[config.mk]
export PLATFORM = sky130hd
export DESIGN_NAME = adcif_top
export DESIGN_NICKNAME = d
export VERILOG_FILES = /design/src/design/adcif_pkg.sv /design/src/design/adcif_fifo.sv /design/src/design/adcif_top.sv
export SDC_FILE = /design/constraint.sdc
export NUM_CORES = 1
export LEC_CHECK = 0
export ABC_AREA = 1
export BUFFER_PORTS_ARGS = -buffer_cell sky130_fd_sc_hd__buf_4
export CAP_MARGIN = 20
export CORE_ASPECT_RATIO = 0.6
export CORE_MARGIN = 2
export CORE_UTILIZATION = 65
export DETAILED_ROUTE_END_ITERATION = 6
export GPL_ROUTABILITY_DRIVEN = 0
export PLACE_DENSITY_LB_ADDON = 0.12
export SLEW_MARGIN = 5
export SYNTH_ARGS = -nofsm -noshare
export SYNTH_HDL_FRONTEND = slang
export SYNTH_SLANG_ARGS = --single-unit
[constraint.sdc]
create_clock -name clk_i -period 4.2 [get_ports clk_i]
set_input_delay 0.84 -clock clk_i [delete_from_list [all_inputs] [get_ports clk_i]]
set_output_delay 0.84 -clock clk_i [all_outputs]
set_load 0.01 [all_outputs]
[src/design/adcif_pkg.sv]
// Purpose: shared constants and types of the converter host bus interface
// Assumes: 125 MHz system clock, 10-bit offset-binary result
// Notes:   offsets, field positions, counts and the result word and busy reset values live here
package adcif_pkg;

    // =====================================================================
    // timing
    localparam int unsigned CLK_HZ       = 125_000_000;
    localparam int unsigned THRU_HZ      = 200_000;
    // longest conversion period rounds down to whole cycles, at least one
    localparam int unsigned CONV_CYCLES  = (CLK_HZ / THRU_HZ) < 1 ?
                                           1 : (CLK_HZ / THRU_HZ);
    localparam int unsigned HOLD_CYCLES  = 1;

    // =====================================================================
    // result word layout
    localparam int unsigned RES_W        = 10;
    localparam int unsigned WORD_W       = RES_W + 1;
    localparam int unsigned FLAG_BIT     = 10;
    localparam int unsigned LO_MSB       = 7;
    localparam int unsigned HI_LSB       = 8;
    localparam int unsigned RAW_W        = 12;
    localparam int unsigned CODE_HALF    = 512;
    localparam int unsigned CODE_MAX     = 1023;
    localparam int unsigned FIFO_DEPTH   = 8;

    // =====================================================================
    // reset values
    localparam logic [WORD_W-1:0] WORD_RST = 11'h000;
    localparam logic              BUSY_RST = 1'h1;

    // =====================================================================
    // sequencer states
    typedef enum logic [0:0] {
        ADCIF_IDLE = 1'b0,
        ADCIF_CONV = 1'b1
    } adcif_state_t;

endpackage

[src/design/adcif_fifo.sv]
// Purpose: result buffer between the converter and the output register
// Assumes: single clock, synchronous active-high reset
// Notes:   flip-flop storage; ready on the fill side is the honest not-full
`timescale 1ns/1ps
module adcif_fifo #(
    parameter int unsigned WIDTH = 11,
    parameter int unsigned DEPTH = 8
) (
    input  wire logic             clk_i,
    input  wire logic             sys_rst_i,
    input  wire logic             in_valid_i,
    output logic                  in_ready_o,
    input  wire logic [WIDTH-1:0] in_data_i,
    output logic                  out_valid_o,
    input  wire logic             out_ready_i,
    output logic      [WIDTH-1:0] out_data_o
);
    localparam int unsigned PTR_W = (DEPTH > 1) ? $clog2(DEPTH) : 1;
    localparam logic [PTR_W:0] FULL_CNT = (PTR_W+1)'(DEPTH);
    localparam logic [PTR_W-1:0] LAST = (PTR_W)'(DEPTH - 1);

    initial begin
        if (DEPTH < 2 || WIDTH < 1)
            $error("adcif_fifo: depth below two or width zero");
    end

    logic [WIDTH-1:0] mem [DEPTH];
    logic [PTR_W-1:0] wr_ptr;
    logic [PTR_W-1:0] rd_ptr;
    logic [PTR_W:0]   count;
    wire              push = in_valid_i & in_ready_o;
    wire              pop  = out_valid_o & out_ready_i;

    // =====================================================================
    // flags and read data
    assign in_ready_o  = (count != FULL_CNT);
    assign out_valid_o = (count != '0);
    assign out_data_o  = mem[rd_ptr];

    // storage needs no reset; only pointers and count carry control state
    always_ff @(posedge clk_i) begin
        if (push) begin
            mem[wr_ptr] <= in_data_i;
        end
    end

    // pointers wrap at depth, which need not be a power of two
    always_ff @(posedge clk_i) begin
        if (sys_rst_i) begin
            wr_ptr <= '0;
            rd_ptr <= '0;
            count  <= '0;
        end else begin
            if (push) wr_ptr <= (wr_ptr == LAST) ? '0 : wr_ptr + 1'b1;
            if (pop)  rd_ptr <= (rd_ptr == LAST) ? '0 : rd_ptr + 1'b1;
            if (push & ~pop)      count <= count + 1'b1;
            else if (pop & ~push) count <= count - 1'b1;
        end
    end
endmodule // adcif_fifo

[src/design/adcif_top.sv]
// Purpose: control and bus interface of a 10-bit sampling converter
// Assumes: bus strobes synchronous to clk_i; raw_code_i is the digitised
//          input from the comparator array, two's complement
// Notes:   three-state pins split into data and enable; enables registered
//
// Functional notes
// - produce a 10-bit result per conversion
// - sample next input as previous conversion ends
// - write pulse starts one, held converts continuously
// - busy low converting, high when complete
// - busy floats when read and select high
// - hold low marks each conversion start
// - read pulse with select enables data drivers
// - read held low refreshes data each conversion outside slow memory mode
// - wide bus enables all bits and flag
// - narrow bus enables only the selected byte
// - high byte is bits 9,8 and flag
// - bit 9 most significant, high means one
// - flag set when value lies above full scale or below zero
`timescale 1ns/1ps
module adcif_top
    import adcif_pkg::*;
#(
    parameter int unsigned CONV_LEN = CONV_CYCLES,
    parameter int unsigned BUF_DEPTH = FIFO_DEPTH
) (
    input  wire logic                    clk_i,
    input  wire logic                    sys_rst_i,
    input  wire logic                    chip_sel_n_i,
    input  wire logic                    wr_n_i,
    input  wire logic                    rd_n_i,
    input  wire logic                    slow_memory_sel_i,
    input  wire logic                    bus_wide_i,
    input  wire logic                    upper_byte_sel_i,
    input  wire logic signed [RAW_W-1:0] raw_code_i,
    output logic             [RES_W-1:0] result_o,
    output logic                         result_lo_oe_o,
    output logic                         result_hi_oe_o,
    output logic                         range_exceeded_flag_o,
    output logic                         range_oe_o,
    output logic                         busy_o,
    output logic                         busy_oe_o,
    output logic                         hold_n_o
);
    localparam int unsigned CNT_W = $clog2(CONV_LEN + 1);
    // one idle cycle sits between back-to-back conversions
    localparam logic [CNT_W-1:0] CNT_LOAD = (CNT_W)'(CONV_LEN - 2);

    initial begin
        if (CONV_LEN < 3)
            $error("adcif_top: conversion length below three cycles");
        if (BUF_DEPTH < 2)
            $error("adcif_top: buffer depth below two");
    end

    // =====================================================================
    // encoding: offset binary with saturation and out-of-range flag
    function automatic logic [WORD_W-1:0] adcif_encode(
        input logic signed [RAW_W-1:0] raw);
        logic signed [RAW_W:0] biased;
        biased = {raw[RAW_W-1], raw} + $signed((RAW_W+1)'(CODE_HALF));
        if (biased < 0)
            adcif_encode = {1'b1, {RES_W{1'b0}}};
        else if (biased > $signed((RAW_W+1)'(CODE_MAX)))
            adcif_encode = {1'b1, {RES_W{1'b1}}};
        else
            adcif_encode = {1'b0, biased[RES_W-1:0]};
    endfunction

    // =====================================================================
    // state
    adcif_state_t       state;
    adcif_state_t       next_state;
    logic [CNT_W-1:0]   cnt;
    logic [CNT_W-1:0]   next_cnt;
    logic signed [RAW_W-1:0] sample;
    logic               wr_n_q;
    logic               start_pend;
    logic [WORD_W-1:0]  out_word;

    logic               fifo_in_ready;
    logic               fifo_out_valid;
    logic [WORD_W-1:0]  fifo_out_data;

    // =====================================================================
    // strobe decode
    wire sel_act   = ~chip_sel_n_i;
    wire wr_act    = sel_act & ~wr_n_i;
    wire rd_act    = sel_act & ~rd_n_i;
    wire wr_fall   = sel_act & wr_n_q & ~wr_n_i;
    wire conv_end  = (state == ADCIF_CONV) && (cnt == '0);
    wire start_req = start_pend | wr_act;
    // buffer room stalls the sequencer rather than dropping a result
    wire start_go  = (state == ADCIF_IDLE) & start_req & fifo_in_ready;
    // an edge that starts a conversion at once is not kept a second time;
    // an edge landing on a start served from the pending flag is kept
    wire pend_set  = wr_fall & ~(start_go & ~start_pend);
    wire push      = conv_end;
    // read held refreshes
    // slow memory mode freezes the output register during a read
    wire drain_ok  = ~(slow_memory_sel_i & rd_act);
    wire pop       = fifo_out_valid & drain_ok;
    wire [WORD_W-1:0] conv_word = adcif_encode(sample);

    // =====================================================================
    // sequencer next state
    // clock timed
    always_comb begin
        next_state = state;
        next_cnt   = cnt;
        case (state)
            ADCIF_IDLE: begin
                if (start_go) begin
                    next_state = ADCIF_CONV;
                    next_cnt   = CNT_LOAD;
                end
            end
            ADCIF_CONV: begin
                if (cnt == '0) next_state = ADCIF_IDLE;
                else           next_cnt   = cnt - 1'b1;
            end
            default: begin
                next_state = ADCIF_IDLE;
                next_cnt   = '0;
            end
        endcase
    end

    // sequencer registers
    always_ff @(posedge clk_i) begin
        if (sys_rst_i) begin
            state <= ADCIF_IDLE;
            cnt   <= '0;
        end else begin
            state <= next_state;
            cnt   <= next_cnt;
        end
    end

    // a short write pulse during a conversion is kept; set wins over clear
    always_ff @(posedge clk_i) begin
        if (sys_rst_i) begin
            wr_n_q     <= 1'b1;
            start_pend <= 1'b0;
        end else begin
            wr_n_q <= wr_n_i;
            if (pend_set)      start_pend <= 1'b1;
            else if (start_go) start_pend <= 1'b0;
        end
    end

    // track then hold
    // the hold edge takes the next input while the last result leaves
    always_ff @(posedge clk_i) begin
        if (sys_rst_i) begin
            sample   <= '0;
            hold_n_o <= 1'b1;
        end else begin
            if (start_go) sample <= raw_code_i;
            hold_n_o <= ~start_go;
        end
    end

    // =====================================================================
    // result buffer
    adcif_fifo #(
        .WIDTH (WORD_W),
        .DEPTH (BUF_DEPTH)
    ) i_adcif_fifo (
        .clk_i       (clk_i),
        .sys_rst_i   (sys_rst_i),
        .in_valid_i  (push),
        .in_ready_o  (fifo_in_ready),
        .in_data_i   (conv_word),
        .out_valid_o (fifo_out_valid),
        .out_ready_i (drain_ok),
        .out_data_o  (fifo_out_data)
    );

    // latch with busy
    // word and flag load together so a read never mixes two conversions
    always_ff @(posedge clk_i) begin
        if (sys_rst_i) begin
            out_word <= WORD_RST;
            busy_o   <= BUSY_RST;
        end else begin
            if (pop) out_word <= fifo_out_data;
            if (start_go)                  busy_o <= 1'b0;
            else if (pop & (state == ADCIF_IDLE) & ~push)
                                           busy_o <= 1'b1;
        end
    end

    assign result_o              = out_word[RES_W-1:0];
    assign range_exceeded_flag_o = out_word[FLAG_BIT];

    // =====================================================================
    // output enables
    wire lo_en = rd_act & (bus_wide_i | ~upper_byte_sel_i);
    wire hi_en = rd_act & (bus_wide_i | upper_byte_sel_i);

    always_ff @(posedge clk_i) begin
        if (sys_rst_i) begin
            result_lo_oe_o <= 1'b0;
            result_hi_oe_o <= 1'b0;
            range_oe_o     <= 1'b0;
            busy_oe_o      <= 1'b0;
        end else begin
            result_lo_oe_o <= lo_en;
            result_hi_oe_o <= hi_en;
            range_oe_o     <= hi_en;
            busy_oe_o      <= ~(rd_n_i & chip_sel_n_i);
        end
    end

    // =====================================================================
    // checks
    logic [CNT_W-1:0] conv_age;
    always_ff @(posedge clk_i) begin
        if (sys_rst_i)     conv_age <= '0;
        else if (start_go) conv_age <= '0;
        else if (state == ADCIF_CONV) conv_age <= conv_age + 1'b1;
    end
endmodule // adcif_top

==> results of run 1 <==
## through the flow
stage / std cells / area (sq um) / total power (uW) / util [%] / hold slack [ps]
after global placement: 760 / 6310 / 2992 / 69.43 / 456.1
after CTS: 792 / 6922 / 4594 / 76.17 / 467.3
after global routing: 794 / 6938 / 4842 / 76.35 / 498.8
after floorplan: 632 / 6018 / 2662 / - / 450.8
after detailed placement: 760 / 6310 / 3042 / 69.43 / 459.0
final: 794 / 6938 / 4607 / 76.35 / 466.8
## final cells by class
type                       count  area share [%]
inverter                      56           3.030
multi-input combinational    406           28.37
clock buffer                  23           6.745
timing repair buffer          45           4.887
tap                          116           2.092
sequential                   139           52.80
clock inverter                 9           2.074
## cell families (layout without fill, tap and decap cells)
group | after synthesis | in the layout
AND/OR/NAND/NOR | 292 | 292
flip-flops | 139 | 139
AO/OA/AOI/OAI | 98 | 98
buffers and inverters | 87 | 133
adder cells (fa/ha/maj) | 12 | 12
XOR/XNOR | 4 | 4
## worst max-delay path, cell delays in order, from the launching register on
cell     delay [ps]
dfxtp_1         290
inv_1           160
ha_1            200
nand3_1          80
nor2_1          120
nand2_2         180
nor3_4          270
ha_1            240
inv_1           110
ha_1            350
nand2_1          60
nor2_1           80
nor2_1           60
xnor2_1         190
nand2_1          90
a21oi_1         140
## synthesized netlist by cell type
| master | instances | area (sq um) |
|---|---|---|
| o31ai_1 | 1 | 7.510 |
| xor2_1 | 1 | 8.760 |
| clkbuf_2 | 3 | 15.01 |
| dfxtp_1 | 51 | 1021 |
| nor2_1 | 122 | 457.9 |
| inv_1 | 54 | 202.7 |
| nand2_4 | 1 | 11.26 |
| fa_1 | 1 | 20.02 |
| a31oi_1 | 1 | 6.260 |
| o21ai_0 | 62 | 310.3 |
| or2_2 | 3 | 18.77 |
| nand4_1 | 7 | 43.79 |
| inv_2 | 2 | 7.510 |
| nor2_2 | 3 | 18.77 |
| xnor2_1 | 3 | 26.28 |
| clkbuf_1 | 10 | 37.54 |
| o21ai_1 | 3 | 15.01 |
| nor3_1 | 5 | 25.02 |
| nand2_2 | 4 | 25.02 |
| edfxtp_1 | 88 | 2643 |
| nand2_1 | 70 | 262.8 |
| nor3_4 | 2 | 32.53 |
| buf_4 | 6 | 45.04 |
| a21oi_1 | 29 | 145.1 |
| ha_1 | 11 | 137.6 |
| a211oi_1 | 2 | 15.01 |
| buf_2 | 9 | 45.04 |
| buf_6 | 3 | 33.78 |
| nand3_1 | 74 | 370.4 |
| nor3_2 | 1 | 10.01 |
## state kept, by name, summed over array words and instances (netlist names), 3 cells and up
name and flops:
i_adcif_fifo.wr_ptr 3, cnt 10, i_adcif_fifo.rd_ptr 3, sample 12
out_word 11, i_adcif_fifo.mem 88, i_adcif_fifo.count 4
## how the worst min path moves through the flow
stage,depth (start not counted),to,from,slack [ps]
finish,2,out_word[9]$_SDFFE_PP0P_,out_word[9]$_SDFFE_PP0P_,470
global route,2,out_word[6]$_SDFFE_PP0P_,out_word[6]$_SDFFE_PP0P_,500
CTS,2,out_word[9]$_SDFFE_PP0P_,out_word[9]$_SDFFE_PP0P_,470
detailed placement,2,out_word[9]$_SDFFE_PP0P_,out_word[9]$_SDFFE_PP0P_,460
global placement,2,busy_o$_SDFFE_PP1P_,busy_o$_SDFFE_PP1P_,460
floorplan,2,sample[1]$_SDFFE_PP0P_,sample[1]$_SDFFE_PP0P_,450
## metal layers
layer	GRT usage, %	vias to the layer above	wire length, microns
met2	44.73	237	6434
met3	7.771	28	1247
met4	10.44	0	180
met5	0	-	0
met1	41.85	2189	6140
li1	-	2199	-
## report_power, final
part	switching, uW	total (uW)	internal, uW	leakage [uW]
Combinational	838	1260	425	0.00123
Sequential	140	1780	1640	0.00121
Clock	542	1560	1020	0.000294
## cells in the final DEF (no fill, tap or decap), types with 4 or more instances in the layout
cell,Yosys,routed
nand2_1,70,70
clkbuf_16,0,17
ha_1,11,11
nand3_1,74,74
nor3_1,5,5
nor2_1,122,122
nand4_1,7,7
bufinv_16,0,4
dfxtp_1,51,51
nand2_2,4,4
inv_1,54,54
a21oi_1,29,29
o21ai_0,62,62
buf_4,6,43
clkbuf_1,10,4
edfxtp_1,88,88
==> results.ini, run 1 <==
[yosys]
synthAdderAreaFrac_pct=2.620
synthMuxAreaShare_pct=0
synth-simple-area-share_pct=21.21
ys_warn_count=0
netlist_area_sq_um=6018
ys_ff_latch=139
ys_seq_area_share_pct=60.87
synth_cell_types=30
synth_xor_area_share_pct=0.5821
avgSynthCellArea_sq_um=9.523
netlist_instances=632
synth_compound_area_share_pct=8.295
synth_top_family_by_area=simple AND/OR/NAND/NOR gates
synth_nets=664

[floorplan]
die_w_microns=128.2
start_util_pct=66.23
die-area_sq_um=10070
io_pins=37
die_y_microns=78.54
row_count=27
core_area_sq_um=9087

[global_routing]
grt_use_total_pct=29.62
grt_max_degree=47
grt_pass1_vias=4340
antenna_found_initial=0
grt_first_pass_wirelength_microns=22170
grt_overflow_total=0

[sta]
final-hold-violation-count=0
max_freq_ghz=0.3686
max-slew-margin-rel_pct=27.48
slew_violations=0
rsz0062_at_grt=false
timing.final.crit_period_ps=2713
finClkSkew_ps=7.153
worst_pin_slew_ps=1084
setup_slack_ps=1487
fin_crit_sh_pct=64.60
fin_setup_tns_ps=0
finalSetupViolations=0

[flow_run]
drv_cap=0

[power]
ir_drop_v=0.0004339
p_leak_uw=0.002739
powerDensity_nw_per_um2=664.0

[layout]
fillers=583
seqCellArea_sq_um=3664
multi_input_area_sq_um=1968
nets=697
area_growth_pct=15.28
drive_gt1_share_pct=12.68
n_antenna_cell=0

[place]
io_buffers=36
pre_cts_slack_ps=1380
hpwl_microns=8851

[clock_network]
cts_buffers=17
cts_resized=0
h-tree-depth=4
path_clk_slew_ps=60
clockRootBuffer=clkbuf_16
cts.sinks=139
post_cts_buffers=0
clkLatencyLatePin_ps=420
hold_buffers=0
clockBufferDepth=2
cts_tree=done

[drt]
drt_wl_total_microns=14000
drtAntennaViolNets=0
avgViaCountPerCell=5.860
vias=4653
wl_per_cell_microns=17.63
drt-initial-drc-count=463
drcViolationCount=0
drt_pass1_iterations=5

[critical_path]
critPathKind=flip-flop to flip-flop
worstPathRequired_ps=4540
cp.arrival_ps=3060
ff2ff_setup_slack_ps=1490
cp-startpoint=cnt[0]$_SDFFE_PP0P_
reg2reg_to=i_adcif_fifo.count[3]$_SDFFE_PP0P_
cp-start-kind=flip-flop
cp-endpoint=i_adcif_fifo.count[3]$_SDFFE_PP0P_
rr_startpoint=cnt[0]$_SDFFE_PP0P_
cp-end-kind=flip-flop
critical_path.max_fanout=11
reg2reg_depth=15

[run_status]
status=complete, no violations

[min_path]
hp-class=flip-flop to flip-flop

Note: power is estimated with default switching activity, not from simulation.
==> inputs of run 2 (changes only) <==
--- a/config.mk
+++ b/config.mk
@@ -10,7 +10,7 @@
 export CAP_MARGIN = 20
 export CORE_ASPECT_RATIO = 0.6
 export CORE_MARGIN = 2
-export CORE_UTILIZATION = 65
+export CORE_UTILIZATION = 60
 export DETAILED_ROUTE_END_ITERATION = 6
 export GPL_ROUTABILITY_DRIVEN = 0
 export PLACE_DENSITY_LB_ADDON = 0.12
==> constraint.sdc (replaced) <==
create_clock -name clk_i -period 2.6 [get_ports clk_i]
set_input_delay 0.52 -clock clk_i [delete_from_list [all_inputs] [get_ports clk_i]]
set_output_delay 0.52 -clock clk_i [all_outputs]
set_load 0.01 [all_outputs]
==> run 2 against run 1 <==
Effect of this change: worst setup slack got worse by 1200 ps; flip-flop and latch count unchanged; clock-buffer cell count did not move; clock skew rose by 2.9 ps; global-route usage shrank 2.6 points; power increased by 59%; non-clock buffer count increased by 10; final cell count rose by 3.7%; critical path type unchanged.
==> results.ini, run 2 (synthesized netlist as in run 1, its figures left out) <==
[run_status]
status=complete, no violations

[sta]
slew_violations=0
timing.final.crit_period_ps=2348
finClkSkew_ps=10.03
rsz0062_at_grt=false
fin_crit_sh_pct=90.31
worst_pin_slew_ps=671.8
max_freq_ghz=0.4259
final-hold-violation-count=0
finalSetupViolations=0
max-slew-margin-rel_pct=55.15
fin_setup_tns_ps=0

[clock_network]
path_clk_slew_ps=60
clockBufferDepth=2
clockRootBuffer=clkbuf_16
post_cts_buffers=0
h-tree-depth=4
hold_buffers=0
clkLatencyLatePin_ps=420
cts_buffers=17
cts.sinks=139
cts_tree=done

[drt]
wl_per_cell_microns=16.89
drtAntennaViolNets=0
avgViaCountPerCell=5.599
drcViolationCount=0
drt_wl_total_microns=13900
drt-initial-drc-count=374
vias=4608
drt_pass1_iterations=5

[layout]
fin_area_sq_um=7000
seqCellArea_sq_um=3664
area_growth_pct=16.32
layoutNonFillerInstCount=823
multi_input_area_sq_um=1973
largest_register=i_adcif_fifo.mem
nets=707
reg_top3=i_adcif_fifo.mem: 88 flops, sample: 12 flops, out_word: 11 flops
drive_gt1_share_pct=14.39
n_antenna_cell=0
largest_register_ffs=88
mostFrequentLayoutCells=122 x nor2_1, 88 x edfxtp_1, 73 x nand3_1
fillers=737
layout_commonest_cell=nor2_1

[critical_path]
rr_startpoint=cnt[0]$_SDFFE_PP0P_
worstPathRequired_ps=2950
cp-startpoint=cnt[0]$_SDFFE_PP0P_
cp-start-kind=flip-flop
critical_path.max_fanout=7
critPathKind=flip-flop to flip-flop
cp.arrival_ps=2700
cp-end-kind=flip-flop

[floorplan]
die-area_sq_um=10870
io_pins=37
die_y_microns=81.58
die_w_microns=133.3
start_util_pct=61.35
core_area_sq_um=9809
row_count=28

[power]
ir_drop_v=0.0007137
p_sw_uw=2465
pwr-share-clk_pct=32.2
comb_power_share_pct=29.9
p_leak_uw=0.002778
p_int_uw=4878
swShare_pct=33.57
powerDensity_nw_per_um2=1049
power_frac_seq_pct=37.9

[global_routing]
grt_overflow_total=0
grt_max_degree=47
antenna_found_initial=0
grt_pass1_vias=4322
grt_use_total_pct=26.98
grt_first_pass_wirelength_microns=21750

[place]
dpl_cell_area_sq_um=6424
io_buffers=36
placed_cells=791
hpwl_microns=9125

[min_path]
min_from=upper_byte_sel_i
hp-class=input pin to flip-flop

[flow_run]
drv_cap=0

==> run 2: path summary, 6_finish.rpt <==
kind | to | slack, ps | cells past startpoint
hold / removal | result_lo_oe_o$_SDFF_PP0_ | 280 | 2
hold reg to reg | busy_o$_SDFFE_PP1P_ | 470 | 2
setup / recovery | i_adcif_fifo.count[3]$_SDFFE_PP0P_ | 250 | 15
setup reg to reg | i_adcif_fifo.count[3]$_SDFFE_PP0P_ | 250 | 15
==> run 2: per-stage QoR <==
step | util, % | hold slack [ps] | power (uW) | worst slack, ps
2_1_floorplan | - | 450.8 | 4300 | 374.2
3_3_place_gp | 65.48 | 448.3 | 4900 | 350.0
3_5_place_dp | 65.48 | 458.6 | 4982 | 211.8
4_1_cts | 71.31 | 271.8 | 7328 | 191.0
5_1_grt | 71.36 | 285.4 | 7718 | 9.560
6_report | 71.36 | 278.1 | 7343 | 251.8
==> run 2: area by class of cell <==
class                      instances  share of cell area [%]
sequential                       139                   52.33
multi-input combinational        406                   28.19
clock buffer                      23                   6.399
timing repair buffer              55                   5.898
inverter                          56                   3.003
tap                              135                   2.413
clock inverter                     9                   1.769
==> run 2: layer usage <==
layer / global-route usage, % / share of wire (%)
met4: 10.85 / 1.8
met5: 0 / 0
met1: 36.48 / 46
met3: 5.556 / 8.0
met2: 43.71 / 44
==> run 2: critical path, stage by stage, from the launching register on <==
cell     delay (ps)
dfxtp_1         300
inv_2           100
ha_1            180
nand3_1          80
nor2_1          120
nand2_2          90
nor3_4          170
ha_1            220
inv_1            90
ha_1            330
nand2_1          80
nand2_1          50
nor2_1          130
xnor2_1         130
nand2_1          80
a21oi_1         110
==> run 2: timing repair <==
action | in CTS | in global routing
endpoints found under the hold margin | 0 | 0
endpoints found under the setup margin | 0 | 1
gates resized for setup | 0 | 2
==> run 2: power groups by stage <==
stage | registers (uW) | clock network [uW] | logic (uW)
detailed placement | 2830 | 0 | 2160
global placement | 2820 | 0 | 2080
CTS | 2780 | 2370 | 2170
floorplan | 2850 | 0 | 1450
global route | 2800 | 2460 | 2450
finish | 2780 | 2360 | 2200
